--- src/logic/core_bus_pkg.sv ---
`default_nettype none
package core_bus_pkg;
	// ************************************************************
	// Timing
	// ************************************************************
	localparam int CLK_PERIOD_NS = 10;
	localparam int MIN_CYCLES = 4;
	// Acknowledge goes out two clocks after the strobe is seen, so the core ends no sooner than the fourth.
	localparam int ACK_FLOOR = MIN_CYCLES - 3;
	localparam int END_WINDOW = 2;
	localparam int RESET_INIT_CLKS = 132;
	localparam int RESET_LATER_CLKS = 10;
	// ************************************************************
	// Widths
	// ************************************************************
	localparam int ADDR_W = 24;
	localparam int DATA_W = 16;
	localparam int WAIT_W = 4;
	localparam int CNT_W = 6;
	localparam int LVL_W = 3;
	localparam int NCS = 4;
	localparam int CS_IDX_W = 2;
	localparam int MA_W = 11;
	// ************************************************************
	// Address map
	// ************************************************************
	localparam int REGION_HI = 23;
	localparam int REGION_LO = 21;
	localparam logic [2:0] REGION_REGS = 3'h7;
	localparam logic [2:0] REGION_DRAM_MIN = 3'h4;
	localparam int BANK_HI = 22;
	localparam int BANK_LO = 21;
	localparam int ROW_HI = 21;
	localparam int ROW_LO = 11;
	localparam int COL_HI = 10;
	localparam int COL_LO = 1;
	localparam logic [2:0] FC_IACK = 3'h7;
	localparam logic [2:0] FC_SUP_PROG = 3'h6;
	localparam logic [19:0] IACK_HIGH = 20'hfffff;
	localparam logic [23:0] VEC_SSP_ADDR = 24'h000000;
	localparam logic [23:0] VEC_PC_ADDR = 24'h000004;
	localparam logic [2:0] IPL_MASK_RESET = 3'h7;
	localparam logic [1:0] LANES_WORD = 2'h3;
	localparam logic [1:0] LANE_UPPER = 2'h2;
	localparam logic [1:0] LANE_LOWER = 2'h1;
	// ************************************************************
	// State types
	// ************************************************************
	typedef enum logic [1:0] {ST_IDLE, ST_WAIT, ST_ACK} cyc_state_t;
	typedef enum logic [2:0] {DR_IDLE, DR_ROW, DR_COL, DR_HOLD, DR_DONE} dram_state_t;
endpackage : core_bus_pkg
`default_nettype wire

--- src/logic/dram_write_port.sv ---
`timescale 1ns/100ps
`default_nettype none
module dram_write_port #(
	parameter int NRAS = 6
) (
	input wire logic clk,
	input wire logic rst_n,
	input wire logic push,
	input wire logic [core_bus_pkg::ADDR_W-1:0] push_addr,
	input wire logic [core_bus_pkg::DATA_W-1:0] push_data,
	input wire logic [1:0] push_lanes,
	output logic full,
	input wire logic rd_req,
	input wire logic [core_bus_pkg::ADDR_W-1:0] rd_addr,
	output logic rd_done,
	output logic [core_bus_pkg::DATA_W-1:0] rd_data,
	input wire logic gbus_busy,
	output logic [NRAS-1:0] dram_row_strobes_n,
	output logic [1:0] dram_column_strobes_n,
	output logic [core_bus_pkg::MA_W-1:0] dram_mux_address,
	output logic dram_we_n,
	output logic [core_bus_pkg::DATA_W-1:0] dram_data_out,
	output logic dram_data_oe,
	input wire logic [core_bus_pkg::DATA_W-1:0] dram_data_bus_in
);
	import core_bus_pkg::*;

	dram_state_t state_r;
	logic [ADDR_W-1:0] ent_addr_r;
	logic [ADDR_W-1:0] rd_addr_r;
	logic [DATA_W-1:0] ent_data_r;
	logic [1:0] ent_lanes_r;
	logic rd_pend_r;
	logic cur_write_r;
	logic [DATA_W-1:0] din_s1_r;
	logic [DATA_W-1:0] din_s2_r;

	wire start_ok = (state_r == DR_IDLE) && !gbus_busy && (full || rd_pend_r);
	wire [ADDR_W-1:0] use_addr = full ? ent_addr_r : rd_addr_r;
	wire [1:0] bank = use_addr[BANK_HI:BANK_LO];
	wire [MA_W-1:0] row_addr = use_addr[ROW_HI:ROW_LO];
	wire [MA_W-1:0] col_addr = {1'b0, use_addr[COL_HI:COL_LO]};
	wire [1:0] col_lanes = cur_write_r ? ent_lanes_r : LANES_WORD;
	wire wr_done = (state_r == DR_DONE) && cur_write_r;

	always_ff @(posedge clk or negedge rst_n) begin
		if (!rst_n) begin
			din_s1_r <= '0;
			din_s2_r <= '0;
		end else begin
			din_s1_r <= dram_data_bus_in;
			din_s2_r <= din_s1_r;
		end
	end

	// ************************************************************
	// Single-entry posted write buffer
	// ************************************************************
	always_ff @(posedge clk or negedge rst_n) begin
		if (!rst_n) begin
			full <= 1'b0;
			ent_addr_r <= '0;
			ent_data_r <= '0;
			ent_lanes_r <= '0;
			rd_pend_r <= 1'b0;
			rd_addr_r <= '0;
		end else begin
			full <= push | (full & ~wr_done);
			if (push) begin
				ent_addr_r <= push_addr;
				ent_data_r <= push_data;
				ent_lanes_r <= push_lanes;
			end
			rd_pend_r <= rd_req | (rd_pend_r & ~(start_ok && !full));
			if (rd_req) begin
				rd_addr_r <= rd_addr;
			end
		end
	end

	// ************************************************************
	// Graphics bus sequencer
	// ************************************************************
	always_ff @(posedge clk or negedge rst_n) begin
		if (!rst_n) begin
			state_r <= DR_IDLE;
			cur_write_r <= 1'b0;
			rd_done <= 1'b0;
			rd_data <= '0;
			dram_row_strobes_n <= '1;
			dram_column_strobes_n <= '1;
			dram_mux_address <= '0;
			dram_we_n <= 1'b1;
			dram_data_out <= '0;
			dram_data_oe <= 1'b0;
		end else begin
			rd_done <= 1'b0;
			case (state_r)
				DR_IDLE: if (start_ok) begin
					cur_write_r <= full;
					dram_mux_address <= row_addr;
					dram_row_strobes_n[bank] <= 1'b0;
					dram_we_n <= ~full;
					dram_data_oe <= full;
					dram_data_out <= ent_data_r;
					state_r <= DR_ROW;
				end
				DR_ROW: begin
					dram_mux_address <= col_addr;
					dram_column_strobes_n <= ~col_lanes;
					state_r <= DR_COL;
				end
				DR_COL: state_r <= DR_HOLD;
				DR_HOLD: state_r <= DR_DONE;
				DR_DONE: begin
					if (!cur_write_r) begin
						rd_data <= din_s2_r;
						rd_done <= 1'b1;
					end
					dram_row_strobes_n <= '1;
					dram_column_strobes_n <= '1;
					dram_we_n <= 1'b1;
					dram_data_oe <= 1'b0;
					state_r <= DR_IDLE;
				end
				default: state_r <= DR_IDLE;
			endcase
		end
	end

	property p_full_clears;
		@(posedge clk) disable iff (!rst_n) wr_done |=> !full;
	endproperty
	a_full_clears: assert property (p_full_clears) else $error("buffer still full after its write");

	property p_bus_free_start;
		@(posedge clk) disable iff (!rst_n) (state_r == DR_IDLE) && full && !gbus_busy |=> !(&dram_row_strobes_n) && !dram_we_n;
	endproperty
	a_bus_free_start: assert property (p_bus_free_start) else $error("buffered write not started on free bus");
endmodule : dram_write_port
`default_nettype wire

--- src/logic/core_bus_cycle_control.sv ---
`timescale 1ns/100ps
`default_nettype none
module core_bus_cycle_control #(
	parameter int NSRC = 8,
	parameter int NRAS = 6
) (
	input wire logic clk,
	input wire logic reset_n,
	input wire logic core_as_n,
	input wire logic core_rw,
	input wire logic core_byte,
	input wire logic [2:0] core_fc,
	input wire logic [core_bus_pkg::ADDR_W-1:0] core_addr,
	input wire logic [core_bus_pkg::DATA_W-1:0] core_wdata,
	output logic [core_bus_pkg::DATA_W-1:0] core_rdata,
	output logic transfer_ack_n,
	output logic autovector_ack_n,
	output logic [core_bus_pkg::LVL_W-1:0] interrupt_level_request_n,
	output logic [core_bus_pkg::LVL_W-1:0] status_ipl_mask,
	output logic [31:0] boot_ssp,
	output logic [31:0] boot_pc,
	output logic core_run,
	input wire logic [core_bus_pkg::NCS*core_bus_pkg::WAIT_W-1:0] cs_wait,
	output logic [core_bus_pkg::ADDR_W-1:0] ext_addr,
	output logic [core_bus_pkg::NCS-1:0] chip_select_n,
	output logic address_strobe_n,
	output logic read_strobe_n,
	output logic upper_write_strobe_n,
	output logic lower_write_strobe_n,
	output logic [core_bus_pkg::DATA_W-1:0] ext_data_out,
	output logic ext_data_oe,
	input wire logic [core_bus_pkg::DATA_W-1:0] ext_data_in,
	output logic reg_strobe,
	output logic reg_write,
	input wire logic [core_bus_pkg::DATA_W-1:0] reg_rdata,
	input wire logic ext_irq_n,
	input wire logic [NSRC-1:0] irq_event,
	input wire logic [(NSRC+1)*core_bus_pkg::LVL_W-1:0] irq_level,
	input wire logic [NSRC:0] event_clear,
	output logic [NSRC:0] event_bits,
	input wire logic gbus_busy,
	output logic [NRAS-1:0] dram_row_strobes_n,
	output logic [1:0] dram_column_strobes_n,
	output logic [core_bus_pkg::MA_W-1:0] dram_mux_address,
	output logic dram_we_n,
	output logic [core_bus_pkg::DATA_W-1:0] dram_data_out,
	output logic dram_data_oe,
	input wire logic [core_bus_pkg::DATA_W-1:0] dram_data_bus_in
);
	import core_bus_pkg::*;

	// ************************************************************
	// Reset release and pin synchronisers
	// ************************************************************
	// Only the pin resets the block; the reset instruction has no path in here at all.
	logic rst_s1_r;
	logic rst_n_s;
	logic [DATA_W-1:0] din_s1_r;
	logic [DATA_W-1:0] din_s2_r;
	logic irq_s1_r;
	logic irq_s2_r;
	logic irq_s3_r;

	always_ff @(posedge clk or negedge reset_n) begin
		if (!reset_n) begin
			rst_s1_r <= 1'b0;
			rst_n_s <= 1'b0;
		end else begin
			rst_s1_r <= 1'b1;
			rst_n_s <= rst_s1_r;
		end
	end

	always_ff @(posedge clk or negedge rst_n_s) begin
		if (!rst_n_s) begin
			din_s1_r <= '0;
			din_s2_r <= '0;
			irq_s1_r <= 1'b1;
			irq_s2_r <= 1'b1;
			irq_s3_r <= 1'b1;
		end else begin
			din_s1_r <= ext_data_in;
			din_s2_r <= din_s1_r;
			irq_s1_r <= ext_irq_n;
			irq_s2_r <= irq_s1_r;
			irq_s3_r <= irq_s2_r;
		end
	end

	// ************************************************************
	// Request selection and address decode
	// ************************************************************
	cyc_state_t state_r;
	logic boot_act_r;
	logic [1:0] boot_phase_r;
	logic [ADDR_W-1:0] addr_r;
	logic rw_r;
	logic byte_r;
	logic is_cs_r;
	logic is_dram_r;
	logic is_reg_r;
	logic is_iack_r;
	logic [CS_IDX_W-1:0] cs_idx_r;
	logic [DATA_W-1:0] wdata_r;
	logic [CNT_W-1:0] cnt_r;
	logic rd_issued_r;
	logic dram_done_r;
	logic wb_push_r;
	logic wb_rd_req_r;
	logic wb_full;
	logic wb_rd_done;
	logic [DATA_W-1:0] wb_rd_data;

	wire [ADDR_W-1:0] boot_addr = (boot_phase_r[1] ? VEC_PC_ADDR : VEC_SSP_ADDR) | {22'h0, boot_phase_r[0], 1'b0};
	wire start = boot_act_r | (core_run & ~core_as_n);
	wire end_ok = boot_act_r | core_as_n;
	wire [ADDR_W-1:0] req_addr = boot_act_r ? boot_addr : core_addr;
	wire req_rw = boot_act_r | core_rw;
	wire req_byte = ~boot_act_r & core_byte;
	wire [2:0] req_region = req_addr[REGION_HI:REGION_LO];
	wire dec_iack = ~boot_act_r && (core_fc == FC_IACK) && (core_addr[23:4] == IACK_HIGH) && core_addr[0];
	wire dec_reg = ~dec_iack && (req_region == REGION_REGS);
	wire dec_dram = ~dec_iack && (req_region >= REGION_DRAM_MIN) && !dec_reg;
	wire dec_cs = ~dec_iack && !dec_reg && !dec_dram;
	wire [1:0] req_lanes = !req_byte ? LANES_WORD : (req_addr[0] ? LANE_LOWER : LANE_UPPER);
	wire [NCS-1:0] cs_onehot = NCS'(1) << req_region[CS_IDX_W-1:0];

	// ************************************************************
	// Wait pacing and data placement
	// ************************************************************
	wire [WAIT_W-1:0] wait_sel = cs_wait[cs_idx_r*WAIT_W +: WAIT_W];
	wire floor_ok = cnt_r >= CNT_W'(ACK_FLOOR);
	// Pin data spends two clocks in the synchroniser, so chip-select data needs one clock beyond the floor.
	wire cs_ok = cnt_r > (CNT_W'(ACK_FLOOR) + CNT_W'(wait_sel));
	wire dram_ok = rw_r ? dram_done_r : !wb_full;
	wire ready = floor_ok && (is_cs_r ? cs_ok : (is_dram_r ? dram_ok : 1'b1));
	wire [DATA_W-1:0] cap_src = is_dram_r ? wb_rd_data : (is_reg_r ? reg_rdata : din_s2_r);
	wire [DATA_W-1:0] cap_byte = addr_r[0] ? {8'h00, cap_src[7:0]} : {8'h00, cap_src[15:8]};
	wire [DATA_W-1:0] cap_data = byte_r ? cap_byte : cap_src;
	wire in_wait = state_r == ST_WAIT;
	wire in_idle = state_r == ST_IDLE;

	// ************************************************************
	// Cycle sequencer
	// ************************************************************
	always_ff @(posedge clk or negedge rst_n_s) begin
		if (!rst_n_s) begin
			state_r <= ST_IDLE;
			boot_act_r <= 1'b1;
			boot_phase_r <= '0;
			core_run <= 1'b0;
			boot_ssp <= '0;
			boot_pc <= '0;
			addr_r <= '0;
			rw_r <= 1'b1;
			byte_r <= 1'b0;
			is_cs_r <= 1'b0;
			is_dram_r <= 1'b0;
			is_reg_r <= 1'b0;
			is_iack_r <= 1'b0;
			cs_idx_r <= '0;
			wdata_r <= '0;
			cnt_r <= '0;
			rd_issued_r <= 1'b0;
			dram_done_r <= 1'b0;
			wb_push_r <= 1'b0;
			wb_rd_req_r <= 1'b0;
			core_rdata <= '0;
			transfer_ack_n <= 1'b1;
			autovector_ack_n <= 1'b1;
			ext_addr <= '0;
			chip_select_n <= '1;
			address_strobe_n <= 1'b1;
			read_strobe_n <= 1'b1;
			upper_write_strobe_n <= 1'b1;
			lower_write_strobe_n <= 1'b1;
			ext_data_out <= '0;
			ext_data_oe <= 1'b0;
			reg_strobe <= 1'b0;
			reg_write <= 1'b0;
		end else begin
			reg_strobe <= 1'b0;
			wb_push_r <= 1'b0;
			wb_rd_req_r <= 1'b0;
			case (state_r)
				ST_IDLE: if (start) begin
					addr_r <= req_addr;
					rw_r <= req_rw;
					byte_r <= req_byte;
					is_cs_r <= dec_cs;
					is_dram_r <= dec_dram;
					is_reg_r <= dec_reg;
					is_iack_r <= dec_iack;
					cs_idx_r <= req_region[CS_IDX_W-1:0];
					wdata_r <= core_wdata;
					cnt_r <= '0;
					rd_issued_r <= 1'b0;
					dram_done_r <= 1'b0;
					state_r <= ST_WAIT;
					if (dec_cs || dec_reg) begin
						ext_addr <= req_addr;
						ext_data_out <= core_wdata;
					end
					if (dec_cs) begin
						chip_select_n <= ~cs_onehot;
						address_strobe_n <= 1'b0;
						read_strobe_n <= ~req_rw;
						upper_write_strobe_n <= ~(~req_rw & req_lanes[1]);
						lower_write_strobe_n <= ~(~req_rw & req_lanes[0]);
						ext_data_oe <= ~req_rw;
					end
					reg_strobe <= dec_reg;
					reg_write <= dec_reg & ~req_rw;
				end
				ST_WAIT: begin
					cnt_r <= (&cnt_r) ? cnt_r : cnt_r + 1'b1;
					if (is_dram_r && rw_r && !rd_issued_r && !wb_full) begin
						wb_rd_req_r <= 1'b1;
						rd_issued_r <= 1'b1;
					end
					if (wb_rd_done) begin
						dram_done_r <= 1'b1;
					end
					if (ready) begin
						state_r <= ST_ACK;
						core_rdata <= cap_data;
						wb_push_r <= is_dram_r & ~rw_r;
						if (is_iack_r) begin
							autovector_ack_n <= 1'b0;
						end else if (!boot_act_r) begin
							transfer_ack_n <= 1'b0;
						end
					end
				end
				ST_ACK: if (end_ok) begin
					state_r <= ST_IDLE;
					transfer_ack_n <= 1'b1;
					autovector_ack_n <= 1'b1;
					chip_select_n <= '1;
					address_strobe_n <= 1'b1;
					read_strobe_n <= 1'b1;
					upper_write_strobe_n <= 1'b1;
					lower_write_strobe_n <= 1'b1;
					ext_data_oe <= 1'b0;
					if (boot_act_r) begin
						boot_phase_r <= boot_phase_r + 1'b1;
						case (boot_phase_r)
							2'd0: boot_ssp[31:16] <= core_rdata;
							2'd1: boot_ssp[15:0] <= core_rdata;
							2'd2: boot_pc[31:16] <= core_rdata;
							default: boot_pc[15:0] <= core_rdata;
						endcase
						if (&boot_phase_r) begin
							boot_act_r <= 1'b0;
							core_run <= 1'b1;
						end
					end
				end
				default: state_r <= ST_IDLE;
			endcase
		end
	end

	dram_write_port #(.NRAS(NRAS)) u_dram (
		.clk(clk),
		.rst_n(rst_n_s),
		.push(wb_push_r),
		.push_addr(addr_r),
		.push_data(wdata_r),
		.push_lanes(byte_r ? (addr_r[0] ? LANE_LOWER : LANE_UPPER) : LANES_WORD),
		.full(wb_full),
		.rd_req(wb_rd_req_r),
		.rd_addr(addr_r),
		.rd_done(wb_rd_done),
		.rd_data(wb_rd_data),
		.gbus_busy(gbus_busy),
		.dram_row_strobes_n(dram_row_strobes_n),
		.dram_column_strobes_n(dram_column_strobes_n),
		.dram_mux_address(dram_mux_address),
		.dram_we_n(dram_we_n),
		.dram_data_out(dram_data_out),
		.dram_data_oe(dram_data_oe),
		.dram_data_bus_in(dram_data_bus_in)
	);

	// ************************************************************
	// Interrupt events and level request
	// ************************************************************
	wire [NSRC:0] src_set = {irq_event, irq_s3_r & ~irq_s2_r};
	logic [LVL_W-1:0] max_lvl;

	genvar g;
	generate
		for (g = 0; g <= NSRC; g++) begin : g_event
			always_ff @(posedge clk or negedge rst_n_s) begin
				if (!rst_n_s) begin
					event_bits[g] <= 1'b0;
				end else begin
					event_bits[g] <= src_set[g] | (event_bits[g] & ~event_clear[g]);
				end
			end
		end
	endgenerate

	always_comb begin
		max_lvl = '0;
		for (int i = 0; i <= NSRC; i++) begin
			if (event_bits[i] && (irq_level[i*LVL_W +: LVL_W] > max_lvl)) begin
				max_lvl = irq_level[i*LVL_W +: LVL_W];
			end
		end
	end

	always_ff @(posedge clk or negedge rst_n_s) begin
		if (!rst_n_s) begin
			interrupt_level_request_n <= '1;
			status_ipl_mask <= IPL_MASK_RESET;
		end else begin
			interrupt_level_request_n <= ~max_lvl;
			status_ipl_mask <= status_ipl_mask;
		end
	end

	// ************************************************************
	// Checks
	// ************************************************************
	logic wait_d1_r;
	always_ff @(posedge clk or negedge rst_n_s) begin
		if (!rst_n_s) begin
			wait_d1_r <= 1'b0;
		end else begin
			wait_d1_r <= in_wait;
		end
	end

	property p_min_cycle;
		@(posedge clk) disable iff (!rst_n_s) $fell(transfer_ack_n) |-> wait_d1_r && $past(wait_d1_r, 1);
	endproperty
	a_min_cycle: assert property (p_min_cycle) else $error("acknowledge earlier than four clocks");

	property p_as_cs_only;
		@(posedge clk) disable iff (!rst_n_s) !address_strobe_n |-> is_cs_r && (chip_select_n != '1);
	endproperty
	a_as_cs_only: assert property (p_as_cs_only) else $error("address strobe outside chip-select cycle");

	property p_byte_lane;
		@(posedge clk) disable iff (!rst_n_s) !in_idle && is_cs_r && !rw_r && byte_r |->
			(upper_write_strobe_n == addr_r[0]) && (lower_write_strobe_n == !addr_r[0]);
	endproperty
	a_byte_lane: assert property (p_byte_lane) else $error("wrong write strobe for byte lane");

	property p_byte_read;
		@(posedge clk) disable iff (!rst_n_s) $rose(state_r == ST_ACK) && is_cs_r && rw_r && byte_r |->
			core_rdata == (addr_r[0] ? {8'h00, $past(din_s2_r[7:0])} : {8'h00, $past(din_s2_r[15:8])});
	endproperty
	a_byte_read: assert property (p_byte_read) else $error("byte read placed wrongly");

	property p_word_read;
		@(posedge clk) disable iff (!rst_n_s) $rose(state_r == ST_ACK) && is_cs_r && rw_r && !byte_r |->
			core_rdata == $past(din_s2_r);
	endproperty
	a_word_read: assert property (p_word_read) else $error("word read lost a byte");

	property p_wb_zero_wait;
		@(posedge clk) disable iff (!rst_n_s) in_idle && start && dec_dram && !req_rw && !wb_full |-> ##3 !transfer_ack_n;
	endproperty
	a_wb_zero_wait: assert property (p_wb_zero_wait) else $error("buffered write not acknowledged in minimum time");

	property p_full_stall;
		@(posedge clk) disable iff (!rst_n_s) in_wait && is_dram_r && !rw_r && wb_full |=> transfer_ack_n;
	endproperty
	a_full_stall: assert property (p_full_stall) else $error("write acknowledged into full buffer");

	property p_autovector_ack_n_release;
		@(posedge clk) disable iff (!rst_n_s) !autovector_ack_n && core_as_n |=> autovector_ack_n && transfer_ack_n;
	endproperty
	a_autovector_ack_n_release: assert property (p_autovector_ack_n_release) else $error("autovector held after strobe released");

	property p_level_hold;
		@(posedge clk) disable iff (!rst_n_s) (event_clear == '0) && ($past(event_clear) == '0) && $stable(irq_level) |=>
			(~interrupt_level_request_n) >= $past(~interrupt_level_request_n);
	endproperty
	a_level_hold: assert property (p_level_hold) else $error("level request dropped without a clear");

	property p_boot_fetch;
		@(posedge clk) disable iff (!rst_n_s) $rose(rst_n_s) |-> ##1 (ext_addr == VEC_SSP_ADDR) && !chip_select_n[0]
			&& (status_ipl_mask == IPL_MASK_RESET);
	endproperty
	a_boot_fetch: assert property (p_boot_fetch) else $error("boot fetch not at stack vector");

	c_cs_read: cover property (@(posedge clk) disable iff (!rst_n_s) $fell(transfer_ack_n) && is_cs_r && rw_r);
	c_dram_write: cover property (@(posedge clk) disable iff (!rst_n_s) wb_push_r);
	c_full_stall: cover property (@(posedge clk) disable iff (!rst_n_s) in_wait && is_dram_r && !rw_r && wb_full);
	c_iack: cover property (@(posedge clk) disable iff (!rst_n_s) $fell(autovector_ack_n));
endmodule : core_bus_cycle_control
`default_nettype wire

--- config.mk ---
export PLATFORM = sky130hd
export DESIGN_NAME = core_bus_cycle_control
export DESIGN_NICKNAME = d
export VERILOG_FILES = /design/src/logic/core_bus_pkg.sv /design/src/logic/dram_write_port.sv /design/src/logic/core_bus_cycle_control.sv
export SDC_FILE = /design/constraint.sdc
export NUM_CORES = 1
export LEC_CHECK = 0
export BUFFER_PORTS_ARGS = -buffer_cell sky130_fd_sc_hd__buf_2
export CORE_MARGIN = 1
export CORE_UTILIZATION = 35
export DETAILED_ROUTE_END_ITERATION = 10
export PLACE_DENSITY_LB_ADDON = 0.05
export SLEW_MARGIN = 20
export SYNTH_ARGS = -nofsm -noshare
export SYNTH_HDL_FRONTEND = slang
export SYNTH_SLANG_ARGS = --single-unit
--- constraint.sdc ---
create_clock -name clk -period 25.7 [get_ports clk]
set_clock_uncertainty 0.15 [all_clocks]
set_input_delay 1.285 -clock clk [delete_from_list [all_inputs] [get_ports clk]]
set_output_delay 1.285 -clock clk [all_outputs]
set_load 0.01 [all_outputs]
After elaboration in Yosys (flattened, before gate mapping):

Index checks and enable logic that the tools add are counted.

* register bits after elaboration: 401
* input port bits: 158
* logic and storage cells: 322
* output and inout bits: 186

* $lt $le $gt $ge: 14
* eq/ne operators: 22
* shift-type cells: 2
* add/subtract/negate cells: 3
* muxes and demuxes: 85
* bitwise gates (word level): 60
* reduce and logical (&&, ||, !) cells: 66

Operators by type and width (count)
* 16-bit 2-to-1 mux: 3
* 1-bit 2-to-1 mux: 34
* 3-bit 2-to-1 mux: 11
* 1-bit logical AND: 26
* 3-bit > comparator: 8
* 24-bit 2-to-1 mux: 1
* 6-bit one-hot mux with 2 select lines: 2
* 4-bit AND reduction: 6
* 23-bit 2-to-1 mux: 1
* 1-bit NOT: 22
* 1-bit one-hot mux with 2 select lines: 11
* 11-bit one-hot mux with 2 select lines: 1
* 20-bit == test (second input constant): 1
* 1-bit AND: 18
* 6-bit 2-to-1 mux: 3
* 3-bit AND reduction: 6
* 2-bit 2-to-1 mux: 8
* 2-bit inequality test (second input constant): 8
* 2-bit AND reduction: 8
* 16-bit by 5-bit indexed part select with 4-bit output: 1
* 1-bit OR: 14
* 4-bit 2-to-1 mux: 3
* 3-bit one-hot mux with 4 select lines: 1
* 2-bit nonzero test: 6
* other kinds (35): 49

Logic depth before layout (Yosys ltp):

Gate-level depths: netlist (run 1).

* depth after elaboration: 28
* gate-level depth with buffers: 49
* depth with buffers taken out: 49

Hierarchy:

A second synthesis (run 1) with hierarchy kept.

* cells, all modules: 1310
* area total of the unflattened synthesis: 16528.4 um^2

Modules (own cells, without submodules)
* core_bus_cycle_control: instances 1, area each 10816.6 um^2, cells an instance 958, seq. area each 6128.4 um^2
* dram_write_port: instances 1, area each 5711.7 um^2, cells an instance 352, seq. area each 3838.7 um^2

Worst setup path before layout (run 1):

Ideal clock, no wire load.

* kind: input-to-reg
* start point: in irq_level[1] in the netlist's numbering
* end point: reg interrupt_level_request_n[1] in the netlist's numbering
* path buffers: 0
* arrival time: 9.632 ns
* slack: 15.835 ns
* setup time: 0.082 ns
* stages on the path: 43
* path through: nand2_1 -> ha_1 -> or2_1 -> o2111ai_4 -> mux2_2 -> ha_1 -> nor2_1 -> maj3_2 -> maj3_2 -> a31oi_1 -> ha_1 -> nor2_1 -> o211ai_1 -> o32ai_1 -> mux2_2 -> ha_1 -> nor2_1 -> nand2_1 -> [7 not listed] -> o41a_1 -> o211ai_1 -> o21ai_0 -> ha_1 -> nor2_1 -> a221o_1 -> a2bb2oi_1 -> a32oi_2 -> ha_1 -> nand3_1 -> nand2_1 -> nor2_1 -> mux2_2 -> ha_1 -> nand3_1 -> nand2_1 -> a21oi_1 -> mux2_2

* word-level cells in the longest chain between the ends: 28

Ends and longest elaborated chain
* from (decl): line core_bus_cycle_control.sv:38 `input wire logic [(NSRC+1)*core_bus_pkg::LVL_W-1:0] irq_level,`
* 3-bit by 1-bit > comparator with 1-bit output: line core_bus_cycle_control.sv:308 `if (event_bits[i] && (irq_level[i*LVL_W +: LVL_W] > max_lvl)) begin`
* 1-bit logical AND: line core_bus_cycle_control.sv:308
* 3-bit 2-to-1 mux (*): line core_bus_cycle_control.sv:308
* 3-bit > comparator: line core_bus_cycle_control.sv:308
* 1-bit logical AND: line core_bus_cycle_control.sv:308
* 3-bit 2-to-1 mux (*): line core_bus_cycle_control.sv:308
* 3-bit > comparator: line core_bus_cycle_control.sv:308
* 1-bit logical AND: line core_bus_cycle_control.sv:308
* [12 not listed]
* 3-bit 2-to-1 mux (*): line core_bus_cycle_control.sv:308
* 3-bit > comparator: line core_bus_cycle_control.sv:308
* 1-bit logical AND: line core_bus_cycle_control.sv:308
* 3-bit 2-to-1 mux (*): line core_bus_cycle_control.sv:308
* 3-bit > comparator: line core_bus_cycle_control.sv:308
* 1-bit logical AND: line core_bus_cycle_control.sv:308
* 3-bit 2-to-1 mux (*): line core_bus_cycle_control.sv:308
* 3-bit NOT (*): line core_bus_cycle_control.sv:319 `interrupt_level_request_n <= ~max_lvl;`
* to (signal assigned): line core_bus_cycle_control.sv:319
* to (decl): line core_bus_cycle_control.sv:18 `output logic [core_bus_pkg::LVL_W-1:0] interrupt_level_request_n,`

Every way passes the cells marked *; elsewhere a longest branch is shown, timed or not.
A chain may end at the register's enable or synchronous reset.

Worst setup path after layout (run 1):

Same ends and word-level chain as after synthesis.

==> results.sh, run 1 <==
export IMPL_timing_rr_start="event_bits[0]$_DFF_PN0_"
export IMPL_use_met3_pct=4.084
export IMPL_start_util_pct=35.52
export IMPL_grt_setup_unrepaired="false"
export IMPL_rows=78
export IMPL_antenna_found_initial=3
export IMPL_p_total_mw=1.368
export IMPL_place_hpwl_um=30750
export IMPL_reg2reg_depth=46
export IMPL_cts_buffers=45
export IMPL_grt_pass1_wl_um=68240
export IMPL_chipWidth_um=216.6
export IMPL_max_stage_delay_ns=0.41
export IMPL_holdCritPathClass="flop to asynchronous set/reset pin"
export IMPL_grt_pass1_vias=11320
export IMPL_crit_path_end_kind="flop"
export IMPL_hold_violations=0
export IMPL_drt_total_wl_um=43990
export IMPL_gr_total_overflow=0
export IMPL_drc_errors=0
export IMPL_multi_input_area_um2=5797
export IMPL_async_flop_share_pct=100.0
export IMPL_io_pins=344
export IMPL_synthDistinctLibCells=66
export IMPL_cts_setup_buffers=0
export IMPL_clock_root_buffer="clkbuf_16"
export IMPL_path_delay_family="compound AO/OA/AOI/OAI gates"
export IMPL_routabilityCongestion=0.8221
export IMPL_ys_warn_count=0
export IMPL_avgSynthCellArea_um2=12.11
export IMPL_ff2ff_setup_slack_ns=15.73
export IMPL_fin_area_um2=19970
export IMPL_postCtsHoldBufs=0
export IMPL_drive_gt1_share_pct=37.46
export IMPL_netSwitchingFraction_pct=23.10
export IMPL_yosys_register_bits=396
export IMPL_vdd_drop_max_mv=0.04376
export IMPL_slew_violations=0
export IMPL_worstPathArrival_ns=10.65
export IMPL_die_area_um2=46910
export IMPL_layout_common_cells="368 x dfrtp_1, 340 x buf_2, 233 x nand2_1"
export IMPL_drv_cap=0
export IMPL_clkPwrFrac_pct=47.4
export IMPL_p_leak_nw=10.37
export IMPL_tightest_slew_ns=1.030
export IMPL_intPower_mw=1.052
export IMPL_grt_max_degree=150
export IMPL_cts_resized=0
export IMPL_drt_pass1_iterations=5
export IMPL_status="completed"
export IMPL_grt_busiest_layer="met2"
export IMPL_slew_headroom_pct=31.28
export IMPL_grt_util_met1_pct=26.51
export IMPL_antenna_left=0
export IMPL_start_kind="primary input"
export IMPL_cts_tree="done"
export IMPL_critical_path_buf_inv_count=2
export IMPL_die_h_um=216.6
export IMPL_crit_fanout=6
export IMPL_crit_top_cell="ha_1"
export IMPL_layout_area_seq_um2=9947
export IMPL_power_density_nw_per_um2=68.49
export IMPL_wl_per_cell_um=19.07
export IMPL_max_freq_mhz=96.95
export IMPL_final_common_cell="dfrtp_1"
export IMPL_final_setup_viol_count=0
export IMPL_min_period_over_period_pct=40.13
export IMPL_grtUsageTotal_pct=18.90
export IMPL_grt_met2_usage_pct=29.35
export IMPL_crit_type="primary input to flop"
export IMPL_cp_slowest_cell="a21oi_1"
export IMPL_synth_flop_cell="dfrtp_1"
export IMPL_nFillCells=4362
export IMPL_synth_seq_area_share_pct=61.68
export IMPL_syn_area_um2=16120
export IMPL_netlist_instances=1331
export IMPL_port_buffers=340
export IMPL_cts_sinks=396
export IMPL_setup_tns_ns=0
export IMPL_nets=1856
export IMPL_htreeDepth=2
export IMPL_synth_edf_count=0
export IMPL_rr_endpoint="interrupt_level_request_n[1]$_DFF_PN1_"
export IMPL_clk_pin_slew_worst_paths_ns=0.06
export IMPL_coreArea_um2=45380
export IMPL_place_area_um2=18480
export IMPL_p_seq_share_pct=46.7
export IMPL_vias_per_cell=4.808
export IMPL_switching_power_mw=0.3160
export IMPL_clock_latency_ns=0.57
export IMPL_dr_total_vias=11090
export IMPL_cp_required_ns=26.04
export IMPL_cts_buffer_depth=3
export IMPL_p_comb_share_pct=5.9
export IMPL_fin_crit_ns=10.31
export IMPL_area_growth_pct=23.91
export IMPL_dr_first_iter_drc_count=753
## worst max-delay path by stage
stage	startpoint	cells past startpoint	end	slack (ns)
2_1_floorplan	rst_n_s$_DFF_PN0_	0	addr_r[0]$_DFFE_PN0P_	13.74
3_3_place_gp	irq_level[1]	43	interrupt_level_request_n[1]$_DFF_PN1_	15.26
3_5_place_dp	irq_level[2]	47	interrupt_level_request_n[1]$_DFF_PN1_	14.89
4_1_cts	irq_level[2]	47	interrupt_level_request_n[1]$_DFF_PN1_	15.47
5_1_grt	irq_level[2]	48	interrupt_level_request_n[1]$_DFF_PN1_	14.85
6_report	irq_level[1]	47	interrupt_level_request_n[1]$_DFF_PN1_	15.39
## cell type report
| type | instances | area share [%] |
|---|---|---|
| antenna | 1 | 0.01253 |
| inverter | 41 | 0.7706 |
| timing repair buffer | 355 | 9.147 |
| clock buffer | 68 | 6.578 |
| clock inverter | 15 | 0.9021 |
| tap | 600 | 3.759 |
| multi-input combinational | 831 | 29.03 |
| sequential | 396 | 49.81 |
## power by group through the flow
| stage | registers, mW | logic [mW] | clock network [mW] |
|---|---|---|---|
| final | 0.639 | 0.0805 | 0.649 |
| after CTS | 0.639 | 0.0817 | 0.672 |
| after detailed placement | 0.650 | 0.0813 | 0 |
| after floorplan | 0.658 | 0.0402 | 0 |
| after global placement | 0.650 | 0.0792 | 0 |
| after global routing | 0.639 | 0.0904 | 0.695 |
## state kept, by name, summed over array words and instances, names as in the netlist, 4 cells and up
| signal | flops |
|---|---|
| din_s2_r | 16 |
| u_dram.dram_row_strobes_n | 5 |
| u_dram.ent_addr_r | 22 |
| ext_addr | 24 |
| chip_select_n | 4 |
| u_dram.rd_addr_r | 22 |
| core_rdata | 16 |
| u_dram.rd_data | 16 |
| u_dram.din_s2_r | 16 |
| boot_pc | 32 |
| u_dram.dram_data_out | 16 |
| ext_data_out | 16 |
| cnt_r | 6 |
| event_bits | 9 |
| u_dram.din_s1_r | 16 |
| boot_ssp | 32 |
| wdata_r | 16 |
| u_dram.ent_data_r | 16 |
| din_s1_r | 16 |
| addr_r | 23 |
| u_dram.dram_mux_address | 11 |
## stage by stage
stage          hold slack, ns  setup slack, ns  instances  utilization (%)
5_1_grt                0.2039            14.85       2306            44.00
2_1_floorplan          0.1812            13.74       1334                -
3_3_place_gp           0.1816            15.26       2223            40.71
6_report               0.1830            15.39       2307            44.01
3_5_place_dp           0.1847            14.89       2223            40.71
4_1_cts                0.1986            15.47       2306            44.00
## worst reg2reg max path, delay by kind of cell (launching register included)
| kind | cells | cell delay [ns] |
|---|---|---|
| fa+ha+maj | 10 | 2.68 |
| buf+inv | 1 | 0.10 |
| compound gates | 18 | 3.28 |
| mux | 4 | 1.58 |
| simple gates | 13 | 1.68 |
| flops | 1 | 0.42 |
## logic make-up after synthesis
family	Yosys count	share of synthesized area (%)
AOI/OAI and AO/OA	202	8.011
muxes	208	14.83
buffers and inverters	107	2.593
adders and majority gates	30	2.313
other	1	0.02327
and+or+nand+nor	380	10.17
xor gates and xnor gates	7	0.3804
DFF	396	61.68
## layer usage
metal  vias to the layer above  wire length (um)
li1                       5261                 -
met1                      5498             20780
met2                       272             19950
met3                        56              2381
met4                         4               856
met5                         -                27
## synthesized netlist by cell type, drive strengths merged (6+ instances only)
cell,count,share of area [%]
a211oi,6,0.31
a21o,15,0.70
a21oi,32,0.99
a31oi,8,0.31
buf,7,0.26
clkbuf,59,1.4
dfrtp,370,57
dfstp,26,4.2
ha,28,2.2
inv,41,0.95
mux2,163,11
mux2i,37,2.3
mux4,8,1.1
nand2,233,5.4
nand2b,28,1.1
nand3,16,0.50
nand4,7,0.27
nor2,60,1.4
nor2b,8,0.36
o21ai,83,2.6
o31ai,12,0.59
No activity file was read; power rests on OpenSTA's default activity.
==> inputs of run 2 (changes only) <==
Clock period 25.7 ns to 8.8 ns, I/O delays scaled along.
==> run 2 against run 1 <==
Net effect: die area did not move; combinational power rose to 4.7 times the previous value; the run now ends with negative setup slack left; clock-buffer cell count fell by 2; sequential cell count did not move; critical endpoint unchanged; critical path type is now flop to flop; non-clock buffer count rose by 111; cell area rose by 6.9%; sequential share of layout area fell by 3.2 points.
==> results.sh, run 2 (synthesis results as in run 1) <==
export IMPL_path_delay_family="compound AO/OA/AOI/OAI gates"
export IMPL_place_hpwl_um=30190
export IMPL_drive_gt1_share_pct=39.71
export IMPL_antenna_found_initial=1
export IMPL_place_area_um2=18610
export IMPL_fin_crit_ns=9.058
export IMPL_rr_endpoint="interrupt_level_request_n[1]$_DFF_PN1_"
export IMPL_hold_violations=0
export IMPL_routabilityCongestion=0.7965
export IMPL_cts_buffer_depth=3
export IMPL_cp_required_ns=9.14
export IMPL_drt_total_wl_um=44390
export IMPL_cp_slowest_cell="dfrtp_2"
export IMPL_grt_max_degree=179
export IMPL_place_inst=2238
export IMPL_cts_buffers=45
export IMPL_clock_root_buffer="clkbuf_16"
export IMPL_holdCritPathClass="primary input to flop"
export IMPL_gr_total_overflow=0
export IMPL_crit_type="flop to flop"
export IMPL_setup_tns_ns=-0.6865
export IMPL_grt_setup_unrepaired="true"
export IMPL_cts_tree="done"
export IMPL_setup_worst_path_end="interrupt_level_request_n[1]$_DFF_PN1_"
export IMPL_max_stage_delay_ns=0.43
export IMPL_worstPathArrival_ns=9.40
export IMPL_p_leak_nw=10.95
export IMPL_final_util_pct=47.03
export IMPL_critical_path_buf_inv_count=2
export IMPL_min_period_over_period_pct=102.9
export IMPL_layout_cells_non_filler=2419
export IMPL_start_kind="flop"
export IMPL_final_setup_viol_count=3
export IMPL_layout_common_cells="366 x dfrtp_1, 340 x buf_2, 228 x nand2_1"
export IMPL_port_buffers=340
export IMPL_vias_per_cell=4.768
export IMPL_dr_total_vias=11530
export IMPL_power_density_nw_per_um2=196.2
export IMPL_slew_headroom_pct=31.52
export IMPL_grtUsageTotal_pct=19.03
export IMPL_wl_per_cell_um=18.35
export IMPL_start_util_pct=35.52
export IMPL_rows=78
export IMPL_htreeDepth=2
export IMPL_max_freq_mhz=110.4
export IMPL_ff2ff_setup_slack_ns=-0.26
export IMPL_p_total_mw=4.187
export IMPL_final_common_cell="dfrtp_1"
export IMPL_io_pins=344
export IMPL_top_regs="boot_pc x32, boot_ssp x32, ext_addr x24"
export IMPL_fin_area_um2=21340
export IMPL_vdd_drop_max_mv=0.1488
export IMPL_die_h_um=216.6
export IMPL_worst_path_stages=46
export IMPL_chipWidth_um=216.6
export IMPL_violations="negative setup slack"
export IMPL_status="finished with violations"
export IMPL_tightest_slew_ns=1.026
export IMPL_grt_pass1_wl_um=68980
export IMPL_dr_first_iter_drc_count=626
export IMPL_drv_cap=0
export IMPL_drt_pass1_iterations=5
export IMPL_die_area_um2=46910
export IMPL_setup_ws_ns=-0.2582
export IMPL_clock_latency_ns=0.58
export IMPL_crit_top_cell="ha_4"
export IMPL_crit_start="event_bits[0]$_DFF_PN0_"
export IMPL_nets=1967
export IMPL_area_growth_pct=32.40
export IMPL_reg2reg_depth=46
export IMPL_coreArea_um2=45380
export IMPL_timing_rr_start="event_bits[0]$_DFF_PN0_"
export IMPL_crit_path_end_kind="flop"
export IMPL_antenna_left=0
export IMPL_nFillCells=4261
export IMPL_slew_violations=0
export IMPL_crit_fanout=5
export IMPL_clk_pin_slew_worst_paths_ns=0.06
export IMPL_cts_sinks=396
export IMPL_grt_pass1_vias=11660
export IMPL_drc_errors=0
==> run 2: final cells by class <==
cell class              count  area, um2  area share [%]
clock inverters            18      221.5           1.038
flip-flops and latches    396       9950           46.62
well taps                 600      750.7           3.518
multi-input cells         831       6053           28.37
diodes                      1      2.502         0.01173
clock buffers              66       1325           6.209
inverters                  41      153.9          0.7212
repair buffers            466       2884           13.51
==> run 2: timing repair <==
action | CTS | global route
setup buffers | 16 | 4
gates resized for setup | 34 | 21
endpoints found under the setup margin | 3 | 3
pin swaps | 18 | 37
hold buffers | 75 | 0
endpoints found under the hold margin | 84 | 0
==> run 2: layer usage <==
| metal | track usage [%] | share of wire, % | up-vias |
|---|---|---|---|
| met4 | 5.352 | 2.0 | 2 |
| met1 | 26.67 | 46 | 5715 |
| li1 | - | - | 5489 |
| met5 | 0 | 0.020 | - |
| met2 | 30.07 | 46 | 266 |
| met3 | 3.579 | 5.1 | 62 |
==> run 2: stage by stage <==
step           hold slack [ns]  setup slack, ns
2_1_floorplan        -0.005591          0.01097
3_3_place_gp           0.07661          -0.4337
3_5_place_dp           0.07830          -0.6029
4_1_cts               0.004841          -0.2537
5_1_grt                0.03140          -0.6894
6_report               0.04023          -0.2582
==> run 2: tightest hold or removal path, delay by kind of cell <==
family | cells | cell delay [ns]
and+or+nand+nor | 1 | 0.09
buffers and inverters | 1 | 0.10
AOI/OAI and AO/OA | 1 | 0.08
==> run 2: report_power, final <==
group / switching (mW) / leakage, nW / internal, mW / total (mW)
Sequential: 0.0151 / 5.20 / 1.85 / 1.87
Combinational: 0.180 / 4.99 / 0.196 / 0.375
Clock: 0.777 / 0.763 / 1.17 / 1.95
==> run 2: worst min path at each step <==
stage                              endpoint  cells after the start  slack [ns]         start
floorplan                 rst_n_s$_DFF_PN0_                      0      -0.006       reset_n
global placement         rst_s1_r$_DFF_PN0_                      1        0.08       reset_n
detailed placement       rst_s1_r$_DFF_PN0_                      1        0.08       reset_n
CTS                 ext_addr[8]$_DFFE_PN0P_                      3       0.005  core_addr[8]
global route        ext_addr[8]$_DFFE_PN0P_                      3        0.03  core_addr[8]
finish              ext_addr[8]$_DFFE_PN0P_                      3        0.04  core_addr[8]
